$ cat src/hdl/pwr_alert_pkg.sv
// constants, types and register map of the power status alert logic
package pwr_alert_pkg;
  // time base and documented times
  localparam int unsigned CLK_MHZ = 10;
  localparam int unsigned T_FILT_US = 50;
  localparam int unsigned T_HOLD_MS = 1;
  localparam int unsigned T_PGTMO_MS = 20;
  localparam int unsigned T_PBCLR_MS = 50;
  localparam int unsigned T_TIMER_S = 1;
  localparam int unsigned T_HRLONG_S = 10;
  localparam int unsigned T_HRSHORT_S = 5;
  // derived cycle counts
  localparam int unsigned FILT_CYC = T_FILT_US * CLK_MHZ;
  localparam int unsigned HOLD_CYC = T_HOLD_MS * CLK_MHZ * 1000;
  localparam int unsigned PGTMO_CYC = T_PGTMO_MS * CLK_MHZ * 1000;
  localparam int unsigned PBCLR_CYC = T_PBCLR_MS * CLK_MHZ * 1000;
  localparam int unsigned TIMER_CYC = T_TIMER_S * CLK_MHZ * 1000000;
  localparam int unsigned HRLONG_CYC = T_HRLONG_S * CLK_MHZ * 1000000;
  localparam int unsigned HRSHORT_CYC = T_HRSHORT_S * CLK_MHZ * 1000000;
  // register sub-addresses
  localparam logic [7:0] OFS_BUCK1 = 8'h01;
  localparam logic [7:0] OFS_AUX = 8'h0b;
  localparam logic [7:0] OFS_CFG = 8'h0e;
  localparam logic [7:0] OFS_EV_MASK = 8'h10;
  localparam logic [7:0] OFS_RAIL_MASK = 8'h11;
  localparam logic [7:0] OFS_EV_STAT = 8'h13;
  localparam logic [7:0] OFS_RAIL_LAT = 8'h15;
  localparam logic [7:0] OFS_RAIL_LIVE = 8'h16;
  localparam logic [7:0] OFS_CLR = 8'h1d;
  localparam logic [7:0] OFS_HR = 8'h1e;
  // reset values and writable bits
  localparam logic [7:0] RAIL_MASK_RST = 8'hef;
  localparam logic [7:0] RAIL_MASK_RW = 8'hef;
  localparam logic [7:0] RAIL_NOMASK = 8'h10;
  localparam logic [7:0] EV_MASK_RST = 8'h00;
  localparam logic [7:0] EV_MASK_RW = 8'h7d;
  localparam logic [7:0] EV_STICKY = 8'h7e;
  localparam logic [7:0] EV_ALERT = 8'h7f;
  localparam logic [7:0] CFG_RST = 8'h00;
  localparam logic [7:0] BUCK1_RST = 8'h00;
  localparam logic [4:0] AUX_RST = 5'h00;
  // field positions
  localparam int unsigned CFG_HR_SHORT = 6;
  localparam int unsigned BUCK1_EN = 7;
  localparam int unsigned EV_PGTMO = 2;
  localparam int unsigned EV_HR = 1;
  // register port request
  typedef struct packed {
    logic wr;
    logic cmd;
    logic [7:0] addr;
    logic [7:0] wdata;
  } reg_req_t;
  // fourth ldo control fields, bit 4 down to bit 0
  typedef struct packed {
    logic [1:0] vsel;
    logic en;
    logic low_only;
    logic keep_alive;
  } aux_ldo_t;
  // monitor inputs from outside the clock domain
  typedef struct packed {
    logic [7:0] rail_low;
    logic [7:0] rail_up;
    logic uv_warn;
    logic uv_fault;
    logic ot_warn;
    logic ot_fault;
    logic ldo1_low;
    logic buck1_pin;
    logic power_up;
    logic aux_below300;
    logic pb_n;
  } sense_t;
  localparam sense_t SENSE_RST = sense_t'(25'h0000001);
  // supervisory states
  typedef enum logic [2:0] {
    S_RUN, S_HRT, S_SBT, S_HOLD, S_STBY
  } state_t;
endpackage

$ cat src/hdl/power_status_alert_logic.sv
// supervisory rail status, alert and reset logic of the power manager
// Operation
// - rails ok output low whenever every regulator is disabled.
// - release rails ok only when all enabled rails are above 94%.
// - pull rails ok low after an enabled rail stays low over 50us.
// - rail low beyond 20ms pulls alert low, sets event bit 2.
// - keep rails ok low 1ms after the rail low condition ends.
// - latched rail status holds lows 1ms; live status only while low.
// - rail status readable; bits 0-3 bucks, 4-7 ldos, 0 means low.
// - rail mask bits decide which rails other than rail 4 may pull rails ok low.
// - undervoltage, overtemperature, rail timeout latch the alert output low.
// - alert released by clear command or pushbutton low 50ms.
// - event status bit map: pushbutton, hard reset, timeout, uv, ot.
// - event mask 1 blocks alert but the event is still recorded.
// - masked faults and hard resets still move the state controller.
// - clear command clears latched event bits and releases alert.
// - hard reset and fault shutdown keep alert and event status.
// - system reset low while ldo1 low or in hard reset timer.
// - hard reset by command or pushbutton held 10s or 5s.
// - hard reset returns all command register bits to defaults.
// - hard reset passes a 1s timer state then reset hold.
// - faults pass a 1s standby timer state then standby.
// - fourth ldo control: keep alive, low-start, enable, voltage.
// - buck1 pin or control bit 7 enables termination ref and buck1.
`timescale 1ns/1ps
module power_status_alert_logic #(
  parameter int unsigned HOLD_CYC = pwr_alert_pkg::HOLD_CYC,
  parameter int unsigned PGTMO_CYC = pwr_alert_pkg::PGTMO_CYC,
  parameter int unsigned PBCLR_CYC = pwr_alert_pkg::PBCLR_CYC,
  parameter int unsigned TIMER_CYC = pwr_alert_pkg::TIMER_CYC,
  parameter int unsigned HRLONG_CYC = pwr_alert_pkg::HRLONG_CYC,
  parameter int unsigned HRSHORT_CYC = pwr_alert_pkg::HRSHORT_CYC
) (
  // clock and reset
  input wire logic sys_clk_i,
  input wire logic rstn_i,
  // register port from the serial engine
  input wire pwr_alert_pkg::reg_req_t reg_req_i,
  output logic [7:0] reg_rdata_o,
  // regulator enables and asynchronous monitors
  input wire logic [7:0] rail_en_i,
  input wire pwr_alert_pkg::sense_t sense_i,
  // open-drain rails ok pin
  input wire logic rails_ok_out_i,
  output logic rails_ok_out_o,
  output logic rails_ok_oe_n_o,
  // open-drain alert pin
  input wire logic alert_n_i,
  output logic alert_n_o,
  output logic alert_oe_n_o,
  // open-drain system reset pin
  input wire logic system_reset_out_n_i,
  output logic system_reset_out_n_o,
  output logic system_reset_oe_n_o,
  // state and regulator controls
  output logic standby_o,
  output logic reset_hold_o,
  output logic down_seq_o,
  output logic [7:0] general_config_o,
  output logic buck1_en_o,
  output logic termination_ref_out_o,
  output logic aux_ldo_en_o,
  output logic [1:0] aux_ldo_vsel_o
);
  localparam int FW = $clog2(pwr_alert_pkg::FILT_CYC + 1);
  localparam int HW = $clog2(HOLD_CYC + 1);

  ////////////////////////////////////////////////////////////////////////
  // helpers

  // write with a data byte to a sub-address
  function automatic logic wr_hit(input pwr_alert_pkg::reg_req_t r,
                                  input logic [7:0] a);
    return r.wr && r.addr == a;
  endfunction

  // sub-address only command, a data write is taken as well
  function automatic logic cmd_hit(input pwr_alert_pkg::reg_req_t r,
                                   input logic [7:0] a);
    return (r.cmd || r.wr) && r.addr == a;
  endfunction

  // saturating increment, so long counters never wrap
  function automatic logic [31:0] sat_inc(input logic [31:0] v);
    return (v == 32'hffffffff) ? v : v + 32'h00000001;
  endfunction

  pwr_alert_pkg::sense_t s1_q, s_q;
  pwr_alert_pkg::state_t st_q, st_d;
  pwr_alert_pkg::aux_ldo_t aux_q;
  logic [7:0] rail_mask_q, ev_mask_q, cfg_q, buck1_q, ev_q;
  logic [FW-1:0] flt_cnt_q [8];
  logic [HW-1:0] lat_cnt_q [8];
  logic [HW-1:0] hold_q;
  logic [7:0] low_now, flt, lat, live, ev_set, rd_d, rdata_q;
  logic [31:0] tmo_q, pb_q, st_cnt_q;
  logic pg_flt, up_miss, release_ok, pg_drive_q, tmo_p, pb_low;
  logic pb_press, pb_clr_p, hr_pb_p, clr_cmd, hr_req, fault;
  logic hr_start, tdone, alert_q, alert_set, alert_clr;
  logic rst_drive_q, buck1_en_q, aux_on_q;

  ////////////////////////////////////////////////////////////////////////
  // input synchronisers

  // two flops for every sense_i monitor input
  always_ff @(posedge sys_clk_i or negedge rstn_i) begin
    if (!rstn_i) begin
      s1_q <= pwr_alert_pkg::SENSE_RST;
      s_q <= pwr_alert_pkg::SENSE_RST;
    end else begin
      s1_q <= sense_i;
      s_q <= s1_q;
    end
  end

  ////////////////////////////////////////////////////////////////////////
  // command registers

  // host writes; a hard reset restores every default
  always_ff @(posedge sys_clk_i or negedge rstn_i) begin
    if (!rstn_i) begin
      rail_mask_q <= pwr_alert_pkg::RAIL_MASK_RST;
      ev_mask_q <= pwr_alert_pkg::EV_MASK_RST;
      cfg_q <= pwr_alert_pkg::CFG_RST;
      buck1_q <= pwr_alert_pkg::BUCK1_RST;
      aux_q <= pwr_alert_pkg::AUX_RST;
    end else if (hr_start) begin
      rail_mask_q <= pwr_alert_pkg::RAIL_MASK_RST;
      ev_mask_q <= pwr_alert_pkg::EV_MASK_RST;
      cfg_q <= pwr_alert_pkg::CFG_RST;
      buck1_q <= pwr_alert_pkg::BUCK1_RST;
      aux_q <= pwr_alert_pkg::AUX_RST;
    end else begin
      if (wr_hit(reg_req_i, pwr_alert_pkg::OFS_RAIL_MASK)) begin
        rail_mask_q <= reg_req_i.wdata & pwr_alert_pkg::RAIL_MASK_RW;
      end
      if (wr_hit(reg_req_i, pwr_alert_pkg::OFS_EV_MASK)) begin
        ev_mask_q <= reg_req_i.wdata & pwr_alert_pkg::EV_MASK_RW;
      end
      if (wr_hit(reg_req_i, pwr_alert_pkg::OFS_CFG)) begin
        cfg_q <= reg_req_i.wdata;
      end
      if (wr_hit(reg_req_i, pwr_alert_pkg::OFS_BUCK1)) begin
        buck1_q <= reg_req_i.wdata;
      end
      if (wr_hit(reg_req_i, pwr_alert_pkg::OFS_AUX)) begin
        aux_q <= reg_req_i.wdata[4:0];
      end
    end
  end

  ////////////////////////////////////////////////////////////////////////
  // rail low filters and status

  assign low_now = rail_en_i & s_q.rail_low;

  // glitch filter per rail, restarted by any recovery
  always_ff @(posedge sys_clk_i or negedge rstn_i) begin
    if (!rstn_i) begin
      for (int i = 0; i < 8; i++) flt_cnt_q[i] <= '0;
    end else begin
      for (int i = 0; i < 8; i++) begin
        if (!low_now[i]) begin
          flt_cnt_q[i] <= '0;
        end else if (flt_cnt_q[i] != FW'(pwr_alert_pkg::FILT_CYC)) begin
          flt_cnt_q[i] <= flt_cnt_q[i] + 1'b1;
        end
      end
    end
  end

  // latched status keeps each low for the hold time
  always_ff @(posedge sys_clk_i or negedge rstn_i) begin
    if (!rstn_i) begin
      for (int i = 0; i < 8; i++) lat_cnt_q[i] <= '0;
    end else begin
      for (int i = 0; i < 8; i++) begin
        if (low_now[i]) begin
          lat_cnt_q[i] <= HW'(HOLD_CYC);
        end else if (lat_cnt_q[i] != '0) begin
          lat_cnt_q[i] <= lat_cnt_q[i] - 1'b1;
        end
      end
    end
  end

  // filtered flags and status views, zero means low
  always_comb begin
    for (int i = 0; i < 8; i++) begin
      flt[i] = flt_cnt_q[i] == FW'(pwr_alert_pkg::FILT_CYC);
      lat[i] = !(low_now[i] || lat_cnt_q[i] != '0);
    end
  end
  assign live = ~low_now;
  // masking acts on the pin only, never on the status
  assign pg_flt = |(flt & (rail_mask_q | pwr_alert_pkg::RAIL_NOMASK));
  assign up_miss = |(rail_en_i & ~s_q.rail_up);
  assign release_ok = (rail_en_i != 8'h00) && !up_miss && !pg_flt
                      && hold_q == '0;

  ////////////////////////////////////////////////////////////////////////
  // rails ok pin

  // extension after the low condition, then the pin driver
  always_ff @(posedge sys_clk_i or negedge rstn_i) begin
    if (!rstn_i) begin
      hold_q <= '0;
      pg_drive_q <= 1'b1;
    end else begin
      if (pg_flt) begin
        hold_q <= HW'(HOLD_CYC);
      end else if (hold_q != '0) begin
        hold_q <= hold_q - 1'b1;
      end
      pg_drive_q <= !release_ok;
    end
  end
  assign rails_ok_out_o = 1'b0;
  assign rails_ok_oe_n_o = !pg_drive_q;

  ////////////////////////////////////////////////////////////////////////
  // persistence, pushbutton and state timers

  // all long counters restart when their condition goes away
  always_ff @(posedge sys_clk_i or negedge rstn_i) begin
    if (!rstn_i) begin
      tmo_q <= '0;
      pb_q <= '0;
      st_cnt_q <= '0;
    end else begin
      tmo_q <= (|low_now) ? sat_inc(tmo_q) : 32'h00000000;
      pb_q <= pb_low ? sat_inc(pb_q) : 32'h00000000;
      st_cnt_q <= (st_d != st_q) ? 32'h00000000 : sat_inc(st_cnt_q);
    end
  end

  assign pb_low = !s_q.pb_n;
  assign pb_press = pb_low && pb_q == 32'h00000000;
  assign tmo_p = (|low_now) && tmo_q == 32'(PGTMO_CYC - 1);
  assign pb_clr_p = pb_low && pb_q == 32'(PBCLR_CYC - 1);
  assign hr_pb_p = pb_low && pb_q == (cfg_q[pwr_alert_pkg::CFG_HR_SHORT]
                   ? 32'(HRSHORT_CYC - 1) : 32'(HRLONG_CYC - 1));
  assign tdone = st_cnt_q == 32'(TIMER_CYC - 1);
  // sub-address only commands from the host
  assign clr_cmd = cmd_hit(reg_req_i, pwr_alert_pkg::OFS_CLR);
  assign hr_req = cmd_hit(reg_req_i, pwr_alert_pkg::OFS_HR) || hr_pb_p;
  assign fault = s_q.uv_fault || s_q.ot_fault;
  assign hr_start = st_q == pwr_alert_pkg::S_RUN && !fault && hr_req;

  ////////////////////////////////////////////////////////////////////////
  // state controller

  // masks never stop faults or hard resets from moving the state
  always_comb begin
    st_d = st_q;
    case (st_q)
      pwr_alert_pkg::S_RUN: begin
        if (fault) st_d = pwr_alert_pkg::S_SBT;
        else if (hr_req) st_d = pwr_alert_pkg::S_HRT;
      end
      pwr_alert_pkg::S_HRT: begin
        if (tdone) st_d = pwr_alert_pkg::S_HOLD;
      end
      pwr_alert_pkg::S_SBT: begin
        if (tdone) st_d = pwr_alert_pkg::S_STBY;
      end
      pwr_alert_pkg::S_HOLD, pwr_alert_pkg::S_STBY: begin
        if (s_q.power_up && !fault) st_d = pwr_alert_pkg::S_RUN;
      end
      default: st_d = pwr_alert_pkg::S_RUN;
    endcase
  end

  // state register
  always_ff @(posedge sys_clk_i or negedge rstn_i) begin
    if (!rstn_i) st_q <= pwr_alert_pkg::S_RUN;
    else st_q <= st_d;
  end
  assign standby_o = st_q == pwr_alert_pkg::S_STBY;
  assign reset_hold_o = st_q == pwr_alert_pkg::S_HOLD;
  assign down_seq_o = st_q == pwr_alert_pkg::S_SBT;

  ////////////////////////////////////////////////////////////////////////
  // event status and alert

  assign ev_set = {1'b0, s_q.ot_fault, s_q.ot_warn, s_q.uv_fault,
                   s_q.uv_warn, tmo_p, hr_start, pb_press};
  assign alert_set = |(ev_set & ~ev_mask_q & pwr_alert_pkg::EV_ALERT);
  assign alert_clr = clr_cmd || pb_clr_p;

  // sticky bits, a set in the clear cycle wins; nothing else clears
  always_ff @(posedge sys_clk_i or negedge rstn_i) begin
    if (!rstn_i) begin
      ev_q <= 8'h00;
      alert_q <= 1'b0;
    end else begin
      ev_q <= ((clr_cmd ? 8'h00 : ev_q) | ev_set)
              & pwr_alert_pkg::EV_STICKY;
      alert_q <= (alert_q && !alert_clr) || alert_set;
    end
  end
  assign alert_n_o = 1'b0;
  assign alert_oe_n_o = !alert_q;

  ////////////////////////////////////////////////////////////////////////
  // reset pin and regulator enables

  // reset pin, buck1 pair and fourth ldo enable
  always_ff @(posedge sys_clk_i or negedge rstn_i) begin
    if (!rstn_i) begin
      rst_drive_q <= 1'b0;
      buck1_en_q <= 1'b0;
      aux_on_q <= 1'b0;
    end else begin
      rst_drive_q <= s_q.ldo1_low || st_q == pwr_alert_pkg::S_HRT;
      buck1_en_q <= s_q.buck1_pin || buck1_q[pwr_alert_pkg::BUCK1_EN];
      if (!aux_q.en || (standby_o && !aux_q.keep_alive)) begin
        aux_on_q <= 1'b0;
      end else if (!aux_q.low_only || s_q.aux_below300) begin
        aux_on_q <= 1'b1;
      end
    end
  end
  assign system_reset_out_n_o = 1'b0;
  assign system_reset_oe_n_o = !rst_drive_q;
  assign buck1_en_o = buck1_en_q;
  assign termination_ref_out_o = buck1_en_q;
  assign aux_ldo_en_o = aux_on_q;
  assign aux_ldo_vsel_o = aux_q.vsel;
  assign general_config_o = cfg_q;

  ////////////////////////////////////////////////////////////////////////
  // read port

  // read decode, unmapped addresses read zero
  always_comb begin
    rd_d = 8'h00;
    if (reg_req_i.addr == pwr_alert_pkg::OFS_RAIL_LAT) rd_d = lat;
    else if (reg_req_i.addr == pwr_alert_pkg::OFS_RAIL_LIVE) rd_d = live;
    else if (reg_req_i.addr == pwr_alert_pkg::OFS_EV_STAT) rd_d = ev_q | {7'h00, pb_low};
    else if (reg_req_i.addr == pwr_alert_pkg::OFS_EV_MASK) rd_d = ev_mask_q;
    else if (reg_req_i.addr == pwr_alert_pkg::OFS_RAIL_MASK) rd_d = rail_mask_q;
    else if (reg_req_i.addr == pwr_alert_pkg::OFS_CFG) rd_d = cfg_q;
    else if (reg_req_i.addr == pwr_alert_pkg::OFS_BUCK1) rd_d = buck1_q;
    else if (reg_req_i.addr == pwr_alert_pkg::OFS_AUX) rd_d = {3'h0, aux_q};
  end

  // registered read data
  always_ff @(posedge sys_clk_i or negedge rstn_i) begin
    if (!rstn_i) rdata_q <= 8'h00;
    else rdata_q <= rd_d;
  end
  assign reg_rdata_o = rdata_q;
endmodule

$ cat config.mk
export PLATFORM = sky130hd
export DESIGN_NAME = power_status_alert_logic
export DESIGN_NICKNAME = d
export VERILOG_FILES = /design/src/hdl/pwr_alert_pkg.sv /design/src/hdl/power_status_alert_logic.sv
export SDC_FILE = /design/constraint.sdc
export NUM_CORES = 1
export LEC_CHECK = 0
export BUFFER_PORTS_ARGS = -buffer_cell sky130_fd_sc_hd__buf_2
export CORE_ASPECT_RATIO = 2
export CORE_MARGIN = 2
export CORE_UTILIZATION = 28
export DETAILED_ROUTE_END_ITERATION = 7
export PLACE_DENSITY = 0.52
export RECOVER_POWER = 50
export SLEW_MARGIN = 10
export SYNTH_ARGS = -nofsm -noshare
export SYNTH_HDL_FRONTEND = slang
export SYNTH_SLANG_ARGS = --single-unit
$ cat constraint.sdc
create_clock -name sys_clk_i -period 2.53 [get_ports sys_clk_i]
set_input_delay 0.506 -clock sys_clk_i [delete_from_list [all_inputs] [get_ports sys_clk_i]]
set_output_delay 0.506 -clock sys_clk_i [all_outputs]
set_load 0.03 [all_outputs]
Word-level counts from Yosys, hierarchy flattened
Index checks and enable logic that the tools add are counted.
{"block": "classes", "bitwise": 9, "n_mux": 68, "n_addsub": 20, "reduce_logical": 89, "n_eq_ne": 49}
{"op": "14-bit two-way mux", "count": 18}
{"op": "32-bit two-way mux", "count": 6}
{"op": "9-bit two-way mux", "count": 16}
{"op": "14-bit nonzero test", "count": 9}
{"op": "14-bit by 1-bit subtractor with 14-bit output (second input constant)", "count": 9}
{"op": "8-bit two-way mux", "count": 15}
{"op": "32-bit by 1-bit adder with 32-bit output (second input constant)", "count": 3}
{"op": "32-bit == test (second input constant)", "count": 3}
{"op": "9-bit by 1-bit adder with 9-bit output (second input constant)", "count": 8}
{"op": "9-bit == test (second input constant)", "count": 8}
{"op": "9-bit != test (second input constant)", "count": 8}
{"op": "8-bit by 5-bit == test with 1-bit output (second input constant)", "count": 7}
{"op": "32-bit by 18-bit == test with 1-bit output (second input constant)", "count": 1}
{"op": "32-bit by 19-bit == test with 1-bit output (second input constant)", "count": 1}
{"op": "32-bit by 24-bit == test with 1-bit output (second input constant)", "count": 1}
{"op": "32-bit by 27-bit == test with 1-bit output", "count": 1}
{"op": "32-bit zero test", "count": 1}
{"op": "2-bit nonzero test", "count": 15}
{"op": "27-bit two-way mux", "count": 1}
{"op": "8-bit AND", "count": 3}
{"op": "8-bit OR reduction", "count": 3}
{"op": "1-bit zero test", "count": 20}
{"op": "1-bit logical AND", "count": 19}
{"op": "1-bit logical OR", "count": 17}
{"op": "other kinds (23)", "count": 42}
{"block": "totals", "input_bits": 56, "regBits": 403, "word_cells": 293}

Depth between registers and ports, before layout
Gate-level depths: netlist of the first run.
{"block": "logic_depth", "depth_word": 9, "ltp_mapped": 9, "ltp_nobuf": 7}

Worst setup path before layout of the first run
No wires, ideal clock.
{"block": "synth_path", "path_type": "reg-to-reg", "startpoint": "register lat_cnt_q[98] (netlist name)", "endpoint": "register lat_cnt_q[109] (netlist name)", "path_stages_with_launch": 9, "slack_ns": 0.132, "t_arrival_ns": 2.262, "path_cell_list": "dfrtp_1 > inv_1 > ha_1 > or3b_2 > or4_1 > buf_2 > o2111ai_2 > or4b_2 > a21oi_1"}
{"block": "synth_between", "elab_chain_cells": 3, "elab_cells_between_ends": 5}
{"item": "start, declared", "line_no": "power_status_alert_logic.sv:93", "text": "logic [HW-1:0] lat_cnt_q [8];"}
{"item": "start signal, assigned by index", "line_no": "power_status_alert_logic.sv:179", "text": "lat_cnt_q[i] <= HW'(HOLD_CYC);"}
{"item": "start signal, assigned by index", "line_no": "power_status_alert_logic.sv:181", "text": "lat_cnt_q[i] <= lat_cnt_q[i] - 1'b1;"}
{"item": "14-bit by 1-bit subtractor with 14-bit output", "line_no": "power_status_alert_logic.sv:181"}
{"item": "14-bit two-way mux", "line_no": "power_status_alert_logic.sv:180", "text": "end else if (lat_cnt_q[i] != '0) begin"}
{"item": "14-bit two-way mux", "line_no": "power_status_alert_logic.sv:178", "text": "if (low_now[i]) begin"}
Parallel ways exist; a longest one is shown, timed or not. The select of a mux whose other input is x is not followed.
A chain may end at the register's enable or synchronous reset.

Final worst setup path of the first run
{"block": "layout_path", "startpoint": "register lat_cnt_q[98] (netlist name)", "endpoint": "register lat_cnt_q[101] (netlist name)"}
Same word-level chain as after synthesis.

==> metrics.yaml, run 1 <==
synth.yosys.seq_area_share: 0.499
cp-end-kind: "flip-flop"
ys_ff_latch: 400
io-pin-count: 86
dp_slack_ns: -0.215
clkSinkCount: 400
yosys.area_share.xor_xnor: 0.0580
area_growth_pct: 17.9
dpl.hpwl_um: 39800
grt_usage: 0.147
holdWs_ns: 0.0312
antenna_left: 0
min_period_over_period: 0.954
multi_input_area_um2: 9430
num_vias: 16400
fin_worst_skew_ns: 0.0355
dp.cells: 3079
synth_top_family_by_area: "simple AND/OR/NAND/NOR gates"
worstPathRequired_ns: 2.96
grt_pass1_vias: 17000
htree_num_levels: 2
critPathBufInv: 2
rr_endpoint: "lat_cnt_q[101]"
clk_pin_slew_ns: 0.07
cts-root-buf: "clkbuf_16"
start_util: 0.284
drive_gt1_frac: 0.126
fmax_mhz: 414
crit_arrival_ns: 2.85
crit_type: "reg -> reg"
reg2reg_depth: 8
yosysWarnings: 0
r2r-start: "lat_cnt_q[98]"
synth_mux_area_frac: 0.0207
critPathMaxStageDelay_ns: 0.57
die-area_um2: 74000
synth_area_um2: 20100
synth_edf_count: 0
cts_made_buffers: 41
r2r_slack_ns: 0.12
crit_chain: "inv_1 > ha_1 > or3b_2 > or4_4 > buf_4 > o211ai_1 > xor2_1 > nor2_1"
yosysTopAreaCellShare: 0.486
setup_slack_ns: 0.116
clk_latency_ns: 0.59
grt_first_pass_wirelength_um: 88800
syn_area_per_cell_um2: 9.59
die_x_um: 193
portBuffers: 79
cts.path.max_buffers: 3
num-fill-cells: 7250
vdd_drop_max_mv: 0.653
die_h_um: 383
wl_um: 54400
maxCapViolCount: 1
synthAdderAreaFrac: 0.0181
regArea_um2: 10000
yosys.area.top_type: "dfrtp_1"
period_needed_ns: 2.41
status: "finished with violations"
min-delay-start: "sense_i[7]"
powerDensity_nw_per_um2: 730
diodes: 0
place.gp.congestion: 0.848
postSynthCellCount: 2094
grt-ovfl-total: 0
drv_slew: 64
rsz0062_at_grt: "false"
drc: 0
synth_compound_area_frac: 0.118
relSlewSlack: -0.106
synth_cell_types: 80
cts_tree: "built"
async_flop_share: 1.00
synth-simple-area-share: 0.253
hold_end: "s1_q[7]"
synth_area_leaders: "dfrtp_1 (49%), nor2_1 (4.5%), a21oi_1 (3.4%)"
ys_top_cells_by_count: "dfrtp_1 (390), nor2_1 (242), nand2_1 (140), a21oi_1 (137), o21ai_0 (98)"
hold_path_depth: 1
drtIter0Drc: 837
design.core.area_um2: 70800
grt_start_max_net_pins: 66
power_mw: 17.3
viasPerCell: 5.18
antenna_found_initial: 0
synthFlopType: "dfrtp_1"
violations: "capacitance limit, slew limit"
first_pass_iters: 5
hold_viol_final: 0
worstMarginPinSlew_ns: 1.66
layout.nets: 2311
leakage_nw: 9.89
setup_viol: 0
crit_family: "simple AND/OR/NAND/NOR gates"
cp-start-kind: "flip-flop"
hold_class: "in -> reg"
fp-row-count: 138
wire_per_inst_um: 17.2
yosysMostFrequentCell: "dfrtp_1"
final_util: 0.334
slowest_stage: "or4_4"
instances_no_fill: 3169
critPathMaxFanout: 8
## cell families after synthesis
| family | count (synthesis) |
|---|---|
| and+or+nand+nor | 938 |
| xor gates and xnor gates | 133 |
| buffers and inverters | 167 |
| DFF | 400 |
| adders and majority gates | 29 |
| AOI/OAI and AO/OA | 385 |
| muxes | 41 |
| other | 1 |
## layout make-up
class / count / area share
Clock buffer: 48 / 0.0480
Clock inverter: 28 / 0.0177
Inverter: 79 / 0.0125
Multi-Input combinational cell: 1529 / 0.398
Sequential cell: 400 / 0.424
Tap cell: 910 / 0.0481
Timing Repair Buffer: 175 / 0.0518
## cells in the final DEF (no fill, tap or decap), drive strengths merged, types with 13 or more instances in the layout
master	count
a211oi	13
a21oi	138
a31oi	13
and2	23
and3	34
and4	18
buf	153
clkbuf	56
dfrtp	390
dlygate4sd3	14
ha	29
inv	83
mux2i	37
nand2	140
nand2b	13
nand3	93
nand3b	13
nand4	60
nand4b	20
nor2	242
nor3	43
nor3b	17
nor4	49
nor4b	14
o211ai	16
o21ai	99
o31ai	27
or2	14
or3	83
or4	34
xnor2	59
xor2	74
## where the power goes
group          switching [mW]  internal (mW)  leakage, nW  total, mW
clock network            2.82           4.26        0.759       7.08
logic                    1.36           1.05         4.01       2.42
registers               0.718           7.07         5.11       7.79
total                    4.90           12.4         9.89       17.3
## timing repair
action | CTS | global route
resized for setup | 2 | 4
hold buffers | 14 | 0
endpoints found under the hold margin | 69 | 0
pin swaps | 0 | 2
setup buffers | 0 | 0
setup endpoints to repair | 69 | 11
cloned | 0 | 0
## worst max path at each step
stage / from / endpoint / slack (ns) / depth (start not counted)
floorplan: lat_cnt_q[98] / lat_cnt_q[109] / 0.13 / 8
global placement: pb_q[8] / st_cnt_q[14] / -0.22 / 6
detailed placement: pb_q[8] / st_cnt_q[13] / -0.21 / 6
CTS: lat_cnt_q[98] / lat_cnt_q[109] / 0.06 / 7
global route: rstn_i / tmo_q[22] / 0.008 / 3
finish: lat_cnt_q[98] / lat_cnt_q[101] / 0.12 / 8
## worst register-to-register path, stage by stage, from the launching register on
cell and delay (ns):
dfrtp_1 0.38, inv_1 0.09, ha_1 0.17, or3b_2 0.46, or4_4 0.57, buf_4 0.19, o211ai_1 0.19, xor2_1 0.17
nor2_1 0.06
## stage by stage
| stage | setup TNS, ns | instance area [um^2] |
|---|---|---|
| floorplan | 0 | 20100 |
| global placement | -12.39 | 22000 |
| detailed placement | -12.43 | 22000 |
| CTS | 0 | 23700 |
| global route | 0 | 23700 |
| finish | 0 | 23700 |
## sequential cells by signal, indices dropped and copies added, names as in the netlist, 3 cells and up
| name | flops |
|---|---|
| hold_q | 14 |
| aux_q | 3 |
| buck1_q | 8 |
| pb_q | 32 |
| st_cnt_q | 32 |
| ev_set | 4 |
| flt_cnt_q | 72 |
| rail_mask_q | 7 |
| s1_q | 25 |
| lat_cnt_q | 112 |
| ev_q | 6 |
| s_q | 21 |
| general_config_o | 8 |
| st_q | 3 |
| reg_rdata_o | 8 |
| ev_mask_q | 6 |
| tmo_q | 32 |
## routing by layer
metal  GRT usage  vias to the layer above  wire [um]
met4      0.0652                        0       2250
li1            -                     7846          -
met5           0                        -          0
met3      0.0239                      111       2080
met2       0.278                      312      29200
met1       0.159                     8132      20900
Note: power is estimated with default switching activity, not from simulation.
==> run 2, diff against run 1 <==
--- a/config.mk
+++ b/config.mk
@@ -7,4 +7,5 @@
 export LEC_CHECK = 0
 export BUFFER_PORTS_ARGS = -buffer_cell sky130_fd_sc_hd__buf_2
+export CAP_MARGIN = 40
 export CORE_ASPECT_RATIO = 2
 export CORE_MARGIN = 2
==> constraint.sdc (replaced) <==
create_clock -name sys_clk_i -period 2.53 [get_ports sys_clk_i]
set_input_delay 0.506 -clock sys_clk_i [delete_from_list [all_inputs] [get_ports sys_clk_i]]
set_output_delay 0.506 -clock sys_clk_i [all_outputs]
set_load 0.01 [all_outputs]
==> run 2 against run 1 <==
Net effect: first-iteration DRC count up 9.0%; wire length decreased by 0.75%; worst hold slack better by 0.014 ns; clock power decreased by 9.3%; the run still ends with capacitance limit, slew limit left; setup slack worse by 0.028 ns.
==> metrics.yaml, run 2 (synthesis results as in run 1) <==
p_switching_mw: 4.76  # was 4.90 mW
place.gp.congestion: 0.848  # unchanged
num-fill-cells: 7296  # was 7250
setup_tns_ns: 0  # unchanged
holdWs_ns: 0.0452  # was 0.0312 ns
status: "finished with violations"  # unchanged
period_needed_ns: 2.44  # was 2.41 ns
diodes: 0  # unchanged
rr_endpoint: "lat_cnt_q[101]"  # unchanged
grt_usage: 0.145  # was 0.147
grt_pass1_vias: 16500  # was 17000
clockPowerShare: 0.387  # was 0.410
power.share.switching: 0.287  # was 0.283
r2r-start: "lat_cnt_q[98]"  # unchanged
layout_commonest_cell: "dfrtp_1"  # unchanged
crit_cells: 8  # unchanged
critPathMaxFanout: 8  # unchanged
cp-start-kind: "flip-flop"  # unchanged
portBuffers: 79  # unchanged
fp-row-count: 138  # unchanged
reg_top3: "lat_cnt_q (112), flt_cnt_q (72)"  # unchanged
vdd_drop_max_mv: 0.607  # was 0.653 mV
grt-ovfl-total: 0  # unchanged
clk_pin_slew_ns: 0.06  # was 0.07 ns
start_util: 0.284  # unchanged
setup_slack_ns: 0.0881  # was 0.116 ns
rsz0062_at_grt: "false"  # unchanged
dp_slack_ns: 0.0622  # was -0.215 ns
drtIter0Drc: 912  # was 837
cp-end-kind: "flip-flop"  # unchanged
grt_first_pass_wirelength_um: 87600  # was 88800 um
postPlaceCellArea_um2: 22000  # about the same
fmax_mhz: 410  # was 414 MHz
viasPerCell: 5.14  # was 5.18
area_growth_pct: 17.0  # was 17.9%
layout.nets: 2312  # was 2311
drc: 0  # unchanged
crit_arrival_ns: 2.87  # was 2.85 ns
min_period_over_period: 0.965  # was 0.954
design.core.area_um2: 70800  # unchanged
intPower_mw: 11.8  # was 12.4 mW
cts_tree: "built"  # unchanged
antenna_left: 0  # unchanged
largest_reg_flops: 112  # unchanged
worstPathRequired_ns: 2.96  # about the same
powerDensity_nw_per_um2: 706  # was 730 nW/um^2
r2r_slack_ns: 0.09  # was 0.12 ns
power_mw: 16.6  # was 17.3 mW
hold_viol_final: 0  # unchanged
antenna_found_initial: 0  # unchanged
hold_class: "in -> reg"  # unchanged
slowest_stage: "or4_4"  # unchanged
crit_chain: "inv_1 > ha_1 > or3b_2 > or4_4 > buf_4 > o211ai_1 > xor2_1 > nor2_1"  # unchanged
die_x_um: 193  # unchanged
regArea_um2: 10000  # unchanged
maxCapViolCount: 1  # unchanged
p_comb_frac: 0.143  # was 0.140
cts_made_buffers: 42  # was 41
clk_latency_ns: 0.58  # was 0.59 ns
worstMarginPinSlew_ns: 1.60  # was 1.66 ns
cts.path.max_buffers: 3  # unchanged
leakage_nw: 9.79  # was 9.89 nW
violations: "capacitance limit, slew limit"  # unchanged
crit_family: "simple AND/OR/NAND/NOR gates"  # unchanged
first_pass_iters: 7  # was 5
fin_worst_skew_ns: 0.0147  # was 0.0355 ns
final_cell_mix: "dfrtp_1 (390), nor2_1 (241), nand2_1 (140)"  # unchanged
wire_per_inst_um: 17.0  # was 17.2 um
multi_input_area_um2: 9430  # about the same
die_h_um: 383  # unchanged
max_flop_register: "lat_cnt_q"  # unchanged
num_vias: 16300  # was 16400
reg2reg_depth: 8  # unchanged
htree_num_levels: 2  # unchanged
die-area_um2: 74000  # unchanged
cts-root-buf: "clkbuf_16"  # unchanged
fin_area_um2: 23500  # was 23700 um^2
crit_type: "reg -> reg"  # unchanged
pwr-share-seq: 0.469  # was 0.451
critPathMaxStageDelay_ns: 0.57  # about the same
relSlewSlack: -0.0651  # was -0.106
dpl.hpwl_um: 39700  # was 39800 um
drive_gt1_frac: 0.121  # was 0.126
wl_um: 54000  # was 54400 um
clkSinkCount: 400  # unchanged
grt_start_max_net_pins: 66  # unchanged
drv_slew: 66  # was 64
crit_end: "lat_cnt_q[101]"  # unchanged
critPathBufInv: 2  # unchanged
crit_start: "lat_cnt_q[98]"  # unchanged
setup_viol: 0  # unchanged
io-pin-count: 86  # unchanged
-- run 2: changes by cell type in the layout (fill, tap and decap cells not counted), moves of 2 or more --
| cell | before | now |
|---|---|---|
| buf_12 | 6 | 4 |
| buf_4 | 71 | 69 |
| buf_6 | 3 | 5 |
| bufinv_16 | 10 | 4 |
| clkbuf_1 | 8 | 19 |
| clkinv_2 | 9 | 6 |
| clkinv_4 | 1 | 3 |
| clkinvlp_4 | 4 | 2 |
| inv_6 | 4 | 2 |
-- run 2: worst reg2reg max path, cell delays in order (launching register included) --
cell,delay [ns]
dfrtp_1,0.39
inv_1,0.10
ha_1,0.17
or3b_2,0.46
or4_4,0.57
buf_4,0.19
o211ai_1,0.21
xor2_1,0.16
nor2_1,0.05
-- run 2: power by group through the flow --
stage / registers (mW) / clock network (mW) / logic (mW)
after floorplan: 7.67 / 0 / 1.71
after global placement: 7.85 / 0 / 2.31
after detailed placement: 7.88 / 0 / 2.39
after CTS: 7.78 / 6.67 / 2.42
after global routing: 7.90 / 6.90 / 2.71
final: 7.79 / 6.42 / 2.38
-- run 2: how the worst min path moves through the flow --
stage,from,end,slack [ns],cells past startpoint
after floorplan,rstn_i,alert_q,0.21,0
after global placement,s1_q[15],s_q[15],0.33,0
after detailed placement,s1_q[17],s_q[17],0.33,0
after CTS,sense_i[24],s1_q[24],0.0005,1
after global routing,sense_i[17],s1_q[17],0.02,1
final,sense_i[23],s1_q[23],0.05,1
-- run 2: metrics by stage --
step / instances / util
2_1_floorplan: 2096 / -
3_3_place_gp: 3079 / 0.311
4_1_cts: 3169 / 0.332
6_report: 3169 / 0.332
5_1_grt: 3169 / 0.332
3_5_place_dp: 3080 / 0.311
-- run 2: layout make-up --
type / instances / area share
clock inverters: 18 / 0.00938
multi-input cells: 1529 / 0.401
repair buffers: 175 / 0.0510
well taps: 910 / 0.0485
clock buffers: 58 / 0.0503
flip-flops and latches: 400 / 0.427
inverters: 79 / 0.0126
-- run 2: what timing repair did --
action / in CTS / in global routing
hold buffers: 13 / 0
setup endpoints to repair: 0 / 73
buffers inserted: 0 / 0
endpoints found under the hold margin: 68 / 0
gates resized for setup: 0 / 6
-- run 2: per-layer routing --
| layer | wire length (um) | global-route usage | vias up | share of wire |
|---|---|---|---|---|
| li1 | - | - | 7832 | - |
| met1 | 21400 | 0.160 | 8044 | 0.40 |
| met2 | 28600 | 0.270 | 314 | 0.53 |
| met3 | 1790 | 0.0223 | 98 | 0.033 |
| met4 | 2220 | 0.0660 | 0 | 0.041 |
| met5 | 0 | 0 | - | 0 |
==> run 3, diff against run 2 <==
PLACE_DENSITY = 0.5   (was 0.52)
clock period = 2.45 ns   (was 2.53 ns; I/O delays follow)
==> run 3 against run 2 <==
Net effect: the flow now finishes without violations; wire length is 1.2% higher; die area is the same; worst hold slack lost 0.0070 ns; power up 5.2%; fmax up 6.2%; critical path depth unchanged; critical endpoint is now lat_cnt_q[111].
==> metrics.yaml, run 3 (synthesis results as in run 1) <==
status: "finished clean"  # was finished with violations
grt_first_pass_wirelength_um: 89300  # was 87600 um
grt_start_max_net_pins: 93  # was 66
drtIter0Drc: 882  # was 912
largest_reg_flops: 112  # unchanged
die_h_um: 383  # unchanged
grt-ovfl-total: 0  # unchanged
hold_viol_final: 0  # unchanged
viasPerCell: 5.15  # was 5.14
num_vias: 16500  # was 16300
worstPathRequired_ns: 2.96  # about the same
dpl.hpwl_um: 40000  # was 39700 um
drv_slew: 0  # was 66
critPathMaxStageDelay_ns: 0.56  # was 0.57 ns
crit_start: "lat_cnt_q[98]"  # unchanged
fmax_mhz: 435  # was 410 MHz
rsz0062_at_grt: "false"  # unchanged
die-area_um2: 74000  # unchanged
cts_made_buffers: 42  # unchanged
cp-start-kind: "flip-flop"  # unchanged
hold_path_depth: 1  # unchanged
first_pass_iters: 5  # was 7
antenna_left: 0  # unchanged
fin_area_um2: 23800  # was 23500 um^2
crit_chain: "inv_1 > ha_1 > or3b_2 > or4_4 > o2111ai_4 > buf_4 > o31ai_1 > nand3_1"  # was inv_1 > ha_1 > or3b_2 > or4_4 > buf_4 > o211ai_1 > xor2_1 > nor2_1
period_needed_ns: 2.30  # was 2.44 ns
grt.met1_usage: 0.164  # was 0.160
use_met3: 0.0197  # was 0.0223
layout.nets: 2345  # was 2312
top_usage_layer: "met2"  # unchanged
cts_tree: "built"  # unchanged
fp-row-count: 138  # unchanged
cts.path.max_buffers: 3  # unchanged
r2r_slack_ns: 0.15  # was 0.09 ns
grt_pass1_vias: 17000  # was 16500
die_x_um: 193  # unchanged
leakage_nw: 9.99  # was 9.79 nW
crit_end: "lat_cnt_q[111]"  # was lat_cnt_q[101]
critPathMaxFanout: 7  # was 8
rr_endpoint: "lat_cnt_q[111]"  # was lat_cnt_q[101]
wl_um: 54600  # was 54000 um
maxCapViolCount: 0  # was 1
use_met2: 0.281  # was 0.270
clk_latency_ns: 0.59  # was 0.58 ns
max_flop_register: "lat_cnt_q"  # unchanged
portBuffers: 79  # unchanged
hold_class: "in -> reg"  # unchanged
relSlewSlack: 0.0642  # was -0.0651
final_cell_mix: "dfrtp_1 (390), nor2_1 (242), nand2_1 (140)"  # was dfrtp_1 (390), nor2_1 (241), nand2_1 (140)
setup_viol: 0  # unchanged
drive_gt1_frac: 0.132  # was 0.121
start_util: 0.284  # unchanged
vdd_drop_max_mv: 0.568  # was 0.607 mV
cp-end-kind: "flip-flop"  # unchanged
worstMarginPinSlew_ns: 1.40  # was 1.60 ns
r2r-start: "lat_cnt_q[98]"  # unchanged
reg2reg_depth: 8  # unchanged
area_growth_pct: 18.7  # was 17.0%
fin_worst_skew_ns: 0.0209  # was 0.0147 ns
layout_commonest_cell: "dfrtp_1"  # unchanged
grt_usage: 0.147  # was 0.145
antenna_found_initial: 0  # unchanged
design.core.area_um2: 70800  # unchanged
wire_per_inst_um: 17.1  # was 17.0 um
clk_pin_slew_ns: 0.07  # was 0.06 ns
clkSinkCount: 400  # unchanged
crit_type: "reg -> reg"  # unchanged
diodes: 0  # unchanged
min_period_over_period: 0.939  # was 0.965
reg_top3: "lat_cnt_q (112), flt_cnt_q (72)"  # unchanged
powerDensity_nw_per_um2: 732  # was 706 nW/um^2
crit_arrival_ns: 2.81  # was 2.87 ns
drc: 0  # unchanged
io-pin-count: 86  # unchanged
setup_tns_ns: 0  # unchanged
cts-root-buf: "clkbuf_16"  # unchanged
place.gp.congestion: 0.842  # was 0.848
slowest_stage: "or4_4"  # unchanged
postPlaceCellArea_um2: 22100  # was 22000 um^2
htree_num_levels: 2  # unchanged
-- run 3: cell count changes in the layout (fill, tap and decap cells not counted), sizes merged --
cell	change
inv	-3
clkinv	-2
clkinvlp	-1
buf	+24
o2111ai	+1
clkbuf	-1
dlygate4sd3	+12
bufinv	+1
-- run 3: worst max-delay path, delay by kind of cell, from the launching register on --
kind | cells | cell delay (ns)
flip-flops | 1 | 0.38
buffers and inverters | 2 | 0.25
AND/OR/NAND/NOR | 3 | 1.10
AO/OA/AOI/OAI | 2 | 0.32
adder cells (fa/ha/maj) | 1 | 0.17
-- run 3: worst min-delay path by stage --
stage | from | end | slack [ns]
2_1_floorplan | rstn_i | alert_q | 0.19
3_3_place_gp | s1_q[9] | s_q[9] | 0.33
3_5_place_dp | s1_q[21] | s_q[21] | 0.34
4_1_cts | sense_i[6] | s1_q[6] | 0.005
5_1_grt | sense_i[6] | s1_q[6] | 0.008
6_report | sense_i[6] | s1_q[6] | 0.04
-- run 3: layout make-up --
type / instances / area [um^2]
well taps: 910 / 1140
clock inverters: 13 / 196
repair buffers: 207 / 1450
fillers: 7288 / 47000
inverters: 79 / 297
clock buffers: 61 / 1270
multi-input cells: 1530 / 9470
flip-flops and latches: 400 / 10000
-- run 3: repair_timing --
item | 4_1_cts | 5_1_grt
setup endpoints to repair | 73 | 81
buffers inserted | 0 | 4
hold endpoints to repair | 46 | 0
cloned | 0 | 1
pin swaps | 0 | 2
hold buffers | 25 | 0
resized for setup | 4 | 5
-- run 3: metal layers --
layer	share of wire	vias to the layer above
li1	-	7891
met1	0.40	8195
met2	0.54	300
met3	0.032	100
met4	0.032	0
met5	0	-
-- run 3: report_power, final --
part	switching, mW	internal (mW)
combinational	1.39	1.15
sequential	0.737	7.30
clock	2.76	4.11
-- run 3: through the flow --
step	hold slack, ns	setup slack [ns]	utilization	instances	total power [mW]
6_report	0.0382	0.150	0.337	3200	17.4
5_1_grt	0.00782	0.0277	0.337	3200	18.4
4_1_cts	0.00465	0.0327	0.337	3195	17.7
3_5_place_dp	0.336	-0.235	0.312	3096	10.7
3_3_place_gp	0.333	-0.208	0.312	3096	10.6
2_1_floorplan	0.194	0.0522	-	2096	9.69
